`src/rtl/dbgp_map.vh`:
```
`ifndef DBGP_MAP_VH
`define DBGP_MAP_VH
// Pin-release configuration codes
`define DBGP_CFG_FULL 2'h0
`define DBGP_CFG_NO_TRST 2'h1
`define DBGP_CFG_SWD_ONLY 2'h2
`define DBGP_CFG_NONE 2'h3
`define DBGP_CFG_RESET 2'h0
// Pin index within the five-pin group
`define DBGP_PIN_TMS 0
`define DBGP_PIN_TCK 1
`define DBGP_PIN_TDI 2
`define DBGP_PIN_TDO 3
`define DBGP_PIN_TRST 4
`define DBGP_NPINS 5
// Pull pattern per pin: bit set means pull-up / pull-down
`define DBGP_PULLUP_MASK 5'h15
`define DBGP_PULLDN_MASK 5'h02
// Alternate function code that keeps a pin on debug
`define DBGP_AF_DEBUG 4'h0
`define DBGP_AF_W 4
`endif

```
`src/rtl/dbgp_pin_assign.v`:
```
`timescale 1ns/1ps
`include "dbgp_map.vh"
module dbgp_pin_assign #(
  parameter NPINS = `DBGP_NPINS
) (
  input wire mclk_i,
  input wire reset_n_i,
  input wire system_reset_n_i,
  input wire ce_i,
  input wire cfg_we_i,
  input wire [1:0] cfg_i,
  input wire trace_en_i,
  input wire [NPINS*`DBGP_AF_W-1:0] port_alt_function_select_i,
  input wire [NPINS-1:0] pad_in_i,
  input wire [NPINS-1:0] gpio_out_i,
  input wire [NPINS-1:0] gpio_oe_i,
  input wire [NPINS-1:0] gpio_pu_i,
  input wire [NPINS-1:0] gpio_pd_i,
  input wire [NPINS-1:0] alt_out_i,
  input wire [NPINS-1:0] alt_oe_i,
  input wire dbg_swdio_out_i,
  input wire dbg_swdio_oe_i,
  input wire dbg_tdo_i,
  input wire dbg_tdo_oe_i,
  input wire async_trace_output_i,
  output wire [NPINS-1:0] pad_out_o,
  output wire [NPINS-1:0] pad_oe_o,
  output wire [NPINS-1:0] pad_pu_o,
  output wire [NPINS-1:0] pad_pd_o,
  output wire [NPINS-1:0] gpio_in_o,
  output wire [NPINS-1:0] alt_in_o,
  output reg mode_select_or_serial_data_o,
  output reg test_or_serial_clock_o,
  output reg test_clock_rise_o,
  output reg test_data_in_o,
  output reg test_reset_n_o,
  output wire [1:0] cfg_o,
  output wire [NPINS-1:0] debug_owned_o
);
  reg [1:0] cfg_q;
  reg [1:0] cfg_d;
  reg [NPINS-1:0] dbg_out;
  reg [NPINS-1:0] dbg_oe;
  wire [NPINS-1:0] sync_w;
  wire [NPINS-1:0] keep_w;
  wire [NPINS-1:0] alt_sel_w;
  wire [NPINS-1:0] own_w;
  wire [NPINS-1:0] alt_w;
  wire [2*NPINS-1:0] src_w;
  wire trace_sel_w;
  // Pull pattern while a pin serves the debug port
  localparam [NPINS-1:0] PU_MASK = `DBGP_PULLUP_MASK;
  localparam [NPINS-1:0] PD_MASK = `DBGP_PULLDN_MASK;
  // Pin owner codes
  localparam [1:0] SRC_DEBUG = 2'h0;
  localparam [1:0] SRC_ALT = 2'h1;
  localparam [1:0] SRC_GPIO = 2'h2;

  // Which pins a configuration keeps on debug
  function [NPINS-1:0] keep_mask;
    input [1:0] cfg;
    begin
      case (cfg)
        `DBGP_CFG_FULL: keep_mask = {NPINS{1'b1}};
        `DBGP_CFG_NO_TRST: keep_mask = ~(5'h01 << `DBGP_PIN_TRST);
        `DBGP_CFG_SWD_ONLY: keep_mask = (5'h01 << `DBGP_PIN_TMS) | (5'h01 << `DBGP_PIN_TCK);
        `DBGP_CFG_NONE: keep_mask = {NPINS{1'b0}};
        default: keep_mask = {NPINS{1'b1}};
      endcase
    end
  endfunction

  // Released pins go to GPIO; kept pins may still be lent to another function
  function [1:0] pin_source;
    input keep;
    input alt;
    begin
      if (!keep) begin
        pin_source = SRC_GPIO;
      end else if (alt) begin
        pin_source = SRC_ALT;
      end else begin
        pin_source = SRC_DEBUG;
      end
    end
  endfunction

  always @* begin
    cfg_d = cfg_q;
    if (cfg_we_i) begin
      cfg_d = cfg_i;
    end
  end

  // config register; port reset restores it at once, system reset only on a cycle with ce_i high
  always @(posedge mclk_i or negedge reset_n_i) begin
    if (!reset_n_i) begin
      cfg_q <= `DBGP_CFG_RESET;
    end else if (ce_i) begin
      if (!system_reset_n_i) begin
        cfg_q <= `DBGP_CFG_RESET;
      end else begin
        cfg_q <= cfg_d;
      end
    end
  end

  assign keep_w = keep_mask(cfg_q);
  assign trace_sel_w = trace_en_i & keep_w[`DBGP_PIN_TDO];

  // serial data on mode select pin
  always @* begin
    dbg_out = {NPINS{1'b0}};
    dbg_oe = {NPINS{1'b0}};
    // Input-only debug pins are never driven by the port
    dbg_out[`DBGP_PIN_TMS] = dbg_swdio_out_i;
    dbg_oe[`DBGP_PIN_TMS] = dbg_swdio_oe_i;
    dbg_out[`DBGP_PIN_TDO] = trace_sel_w ? async_trace_output_i : dbg_tdo_i;
    dbg_oe[`DBGP_PIN_TDO] = trace_sel_w | dbg_tdo_oe_i;
  end

  genvar g;
  generate
    for (g = 0; g < NPINS; g = g + 1) begin : g_pin
      reg pin_out;
      reg pin_oe;
      reg pin_pu;
      reg pin_pd;
      assign alt_sel_w[g] = (port_alt_function_select_i[g*`DBGP_AF_W +: `DBGP_AF_W] != `DBGP_AF_DEBUG);
      assign src_w[2*g +: 2] = pin_source(keep_w[g], alt_sel_w[g]);
      assign alt_w[g] = (src_w[2*g +: 2] == SRC_ALT);
      assign own_w[g] = (src_w[2*g +: 2] == SRC_DEBUG);
      // Reset value matches the pull so no false level follows reset
      dbgp_sync #(
        .RST_VAL(PU_MASK[g])
      ) u_sync (
        .mclk_i(mclk_i),
        .reset_n_i(reset_n_i),
        .ce_i(ce_i),
        .d_i(pad_in_i[g]),
        .q_o(sync_w[g])
      );
      assign gpio_in_o[g] = own_w[g] ? 1'b0 : sync_w[g];
      assign alt_in_o[g] = alt_w[g] ? sync_w[g] : 1'b0;
      always @* begin
        pin_out = gpio_out_i[g];
        pin_oe = gpio_oe_i[g];
        pin_pu = gpio_pu_i[g];
        pin_pd = gpio_pd_i[g];
        case (src_w[2*g +: 2])
          SRC_DEBUG: begin
            pin_out = dbg_out[g];
            pin_oe = dbg_oe[g];
            pin_pu = PU_MASK[g];
            pin_pd = PD_MASK[g];
          end
          SRC_ALT: begin
            pin_out = alt_out_i[g];
            pin_oe = alt_oe_i[g];
            pin_pu = 1'b0;
            pin_pd = 1'b0;
          end
          default: begin
            pin_out = gpio_out_i[g];
            pin_oe = gpio_oe_i[g];
            pin_pu = gpio_pu_i[g];
            pin_pd = gpio_pd_i[g];
          end
        endcase
      end
      assign pad_out_o[g] = pin_out;
      assign pad_oe_o[g] = pin_oe;
      assign pad_pu_o[g] = pin_pu;
      assign pad_pd_o[g] = pin_pd;
    end
  endgenerate

  // Debug-side inputs; released pins present idle levels so the port stays quiet
  always @(posedge mclk_i or negedge reset_n_i) begin
    if (!reset_n_i) begin
      mode_select_or_serial_data_o <= 1'b1;
      test_or_serial_clock_o <= 1'b0;
      test_clock_rise_o <= 1'b0;
      test_data_in_o <= 1'b1;
      test_reset_n_o <= 1'b1;
    end else if (ce_i) begin
      mode_select_or_serial_data_o <= own_w[`DBGP_PIN_TMS] ? sync_w[`DBGP_PIN_TMS] : 1'b1;
      test_or_serial_clock_o <= own_w[`DBGP_PIN_TCK] ? sync_w[`DBGP_PIN_TCK] : 1'b0;
      test_data_in_o <= own_w[`DBGP_PIN_TDI] ? sync_w[`DBGP_PIN_TDI] : 1'b1;
      test_reset_n_o <= own_w[`DBGP_PIN_TRST] ? sync_w[`DBGP_PIN_TRST] : 1'b1;
      // Rise found on the filtered clock; one pulse per edge
      test_clock_rise_o <= own_w[`DBGP_PIN_TCK] & sync_w[`DBGP_PIN_TCK] & ~test_or_serial_clock_o;
    end
  end

  assign cfg_o = cfg_q;
  assign debug_owned_o = own_w;
endmodule // dbgp_pin_assign

```
`src/rtl/dbgp_sync.v`:
```
`timescale 1ns/1ps
// Three-stage synchroniser; output changes once stages two and three agree
module dbgp_sync #(
  parameter [0:0] RST_VAL = 1'b0
) (
  input wire mclk_i,
  input wire reset_n_i,
  input wire ce_i,
  input wire d_i,
  output reg q_o
);
  reg s1_q;
  reg s2_q;
  reg s3_q;
  always @(posedge mclk_i or negedge reset_n_i) begin
    if (!reset_n_i) begin
      s1_q <= RST_VAL;
      s2_q <= RST_VAL;
      s3_q <= RST_VAL;
      q_o <= RST_VAL;
    end else if (ce_i) begin
      s1_q <= d_i;
      s2_q <= s1_q;
      s3_q <= s2_q;
      if (s2_q == s3_q) begin
        q_o <= s3_q;
      end
    end
  end
endmodule // dbgp_sync

```
`config.mk`:
```
export PLATFORM = sky130hd
export DESIGN_NAME = dbgp_pin_assign
export DESIGN_NICKNAME = d
export VERILOG_FILES = /design/src/rtl/dbgp_pin_assign.v /design/src/rtl/dbgp_sync.v
export VERILOG_INCLUDE_DIRS = /design/src /design/src/rtl
export SDC_FILE = /design/constraint.sdc
export NUM_CORES = 1
export LEC_CHECK = 0
export ABC_AREA = 0
export ABC_CLOCK_PERIOD_IN_PS = 2500
export BUFFER_PORTS_ARGS = -buffer_cell sky130_fd_sc_hd__buf_2
export CAP_MARGIN = 20
export CORE_MARGIN = 2
export CORE_UTILIZATION = 47
export CTS_BUF_LIST = sky130_fd_sc_hd__clkbuf_8
export DETAILED_ROUTE_END_ITERATION = 10
export GPL_ROUTABILITY_DRIVEN = 0
export HOLD_SLACK_MARGIN = 0.03
export PLACE_DENSITY = 0.94
export SYNTH_ARGS = -nofsm -noshare
export SYNTH_HDL_FRONTEND = slang
export SYNTH_SLANG_ARGS = --single-unit
```
`constraint.sdc`:
```
create_clock -name mclk_i -period 2.5 [get_ports mclk_i]
set_input_delay 0.25 -clock mclk_i [delete_from_list [all_inputs] [get_ports mclk_i]]
set_output_delay 0.25 -clock mclk_i [all_outputs]
set_load 0.03 [all_outputs]
```
==> metrics.txt <==
outcome=finished, final reports clean; Area growth, synth to finish=28.2%; multi-input logic area=742 um^2; Synth cell types=33; Die W=about 63 um; clock sink count=27; Core ar.=3360 um^2; Final Cell Area=2120 um^2; largest net degree at the start of global routing=37; First DRT Iteration DRCs=20; deepest clock path buffer count=2; initial antenna violation count=0; CP top delay family=simple AND/OR/NAND/NOR gates; CP max stage cell=dfrtp_1; wire per inst=approximately 12 um; Power Dens Cells=614 nW/um^2; Leakage=1.14 nW; Flop pwr share=44.9%; DIE HEIGHT=63.4 um; # port buffers=109; Worst Path Max Fanout=10; I/O Pins=110; Internal=0.830 mW; row count=21; combinational share of power=37.0%; antenna-violating nets left=0; Clk pin slew, worst setup/hold paths=90 ps; YS warnings=0; Net Switching=0.475 mW; Critical Path Stages=4; worst slew pin tran=642 ps; first-pass GRT wire length=approximately 6.0 mm; internal reg-to-reg setup slack=1220 ps; Nets=between 300 and 400; H-tree Lvls=1; sequential area share after synthesis=about two fifths; CP endpoint kind=output pin; crit path buf inv count=1; setup violators final=0; Vias/cell=4.94; crit path cell chain=and2_1, nor2_1, a22o_1, buf_2; ant diodes=0; Final Worst Setup Slack=483 ps; Yosys reg bits=27; grt ovf=0; EDFF count, synth=0; Clk network pwr share=roughly 18%; max-cap viol count=0; detailed placer's ending HPWL=3.02 mm; Syn Std Cell Area=1660 um^2; FF-to-FF End=test_reset_n_o; Synth Net Count=240; Startpoint Class=register; commonest cells in the netlist=20 x buf_4, 17 x nor2_1, 15 x dfstp_2, 15 x mux2_2, 14 x a21oi_1; CP max stage delay=~500 ps; Top FF cell, synth=dfstp_2; async set-reset flop share out of synthesis=100%; Initial Util=49.3%; final wirelength=3.79 mm; total power=1.30 mW; CTS tree=done; DRC viols=0; DP Worst Slack=785 ps; reg2reg path depth=3; Fin Hold WS=206 ps; total global-route track usage=18.3%; Die ar.=4020 um^2; final cell count without fillers=304; TritonCTS buffer count=3; placed cell area=2070 um^2; CP arrival=about 1800 ps; area occupied by registers=around 690 um^2; cell count after placement=299; Cells after Synth=172; area leader, netlist=dfstp_2; worst skew pair latency=270 ps; CTS Root Cell=clkbuf_8; area share of the largest cell type after synthesis=a little under a quarter; number of global-route vias before repair=about 1,400; worst min path class=primary input to register; TNS Setup=0 ps; fin crit share=80.7%; net switching fraction of the power=36.4%; Slew headroom=57.2%; largest cells by area after synthesis=dfstp_2 24%, dfrtp_1 18%, mux2_2 10%; Final Hold Violating Endpoints=0; Final Util=63.2%; min Tclk post-route=2020 ps; max-slew violation count=0; RSZ-0062 raised after global routing=false; clock skew=~6.3 ps; fillers=309; Worst VDD drop=0.501 mV; critical path type=register to output pin; fraction of layout cells with a size suffix above 1=58.1%; post-CTS sizing=0; DR vias=between 1,500 and 2,000; First-pass DRT Iterations=4; Worst R2R Start=cfg_o[0]; most frequent cell after synthesis=buf_4; fmax=496 MHz; worst path required time=2250 ps; crit path launch=cfg_o[0]; CP endpoint=pad_oe_o[1]; syn_area_per_cell=around 9.6 um^2
[registers in the layout, indices dropped and copies added, names as in the netlist]
signal and count:
test_or_serial_clock_o 1, g_pin.u_sync.s1_q 5, test_data_in_o 1, g_pin.u_sync.q_o 5
mode_select_or_serial_data_o 1, cfg_o 2, g_pin.u_sync.s3_q 5, g_pin.u_sync.s2_q 5
test_clock_rise_o 1, test_reset_n_o 1
[area by class of cell]
cell class                      count  area share, %
Timing Repair Buffer              111           26.5
Sequential cell                    27           32.7
Tap cell                           46           2.71
Inverter                            6           1.06
Clock buffer                        3           1.94
Multi-Input combinational cell    110           34.9
Clock inverter                      1          0.177
[layer usage]
layer / share of wire, % / vias up / global-route usage (%)
met4: 0.34 / 0 / 3.26
met5: 0 / - / 0
met2: 53 / 62 / 36.7
met3: 7.0 / 2 / 2.86
li1: - / 745 / -
met1: 40 / 694 / 20.0
[repair_timing]
action	CTS	global route
buffers inserted	0	0
hold endpoints to repair	12	0
hold buffers	1	0
[power groups by stage]
stage | registers, mW | clock network [mW] | logic [mW]
global placement | 0.585 | 0 | 0.472
detailed placement | 0.592 | 0 | 0.486
CTS | 0.585 | 0.240 | 0.488
global route | 0.596 | 0.264 | 0.522
floorplan | 0.584 | 0 | 0.359
finish | 0.586 | 0.236 | 0.483
[cells by family (layout without fill, tap and decap cells)]
group                  count (synthesis)  in the layout  synth area share [%]
AND/OR/NAND/NOR                       61             61                  20.8
buffers and inverters                 35            121                  13.3
AO/OA/AOI/OAI                         31             31                  11.9
flip-flops                            27             27                  41.9
multiplexers                          18             18                  12.0
[cells in the final DEF, fill, tap and decap left out, types with 2 or more instances in the layout]
cell type / instances
and3_1: 3
dfstp_2: 15
mux2_2: 15
nor2b_1: 7
buf_2: 109
dfrtp_1: 12
mux2i_1: 3
inv_1: 7
a22o_1: 8
nand2b_1: 5
o31ai_1: 2
o21ai_1: 2
or4_4: 3
and2_1: 8
clkbuf_8: 3
nor3_1: 3
nor2_1: 17
nand2_1: 6
nor4_1: 3
a21oi_1: 14
[how the worst min path moves through the flow]
stage                            from              endpoint  slack, ps  cells after the start
after global routing      pad_in_i[0]  g_pin[0].u_sync.s1_q        210                      2
after CTS                 pad_in_i[3]  g_pin[3].u_sync.s1_q        210                      2
after detailed placement    reset_n_i  g_pin[1].u_sync.s1_q        280                      1
final                     pad_in_i[3]  g_pin[3].u_sync.s1_q        210                      2
after global placement      reset_n_i     test_clock_rise_o        270                      1
after floorplan             reset_n_i              cfg_o[0]        -50                      0
Power figures use the tool's default switching activity.
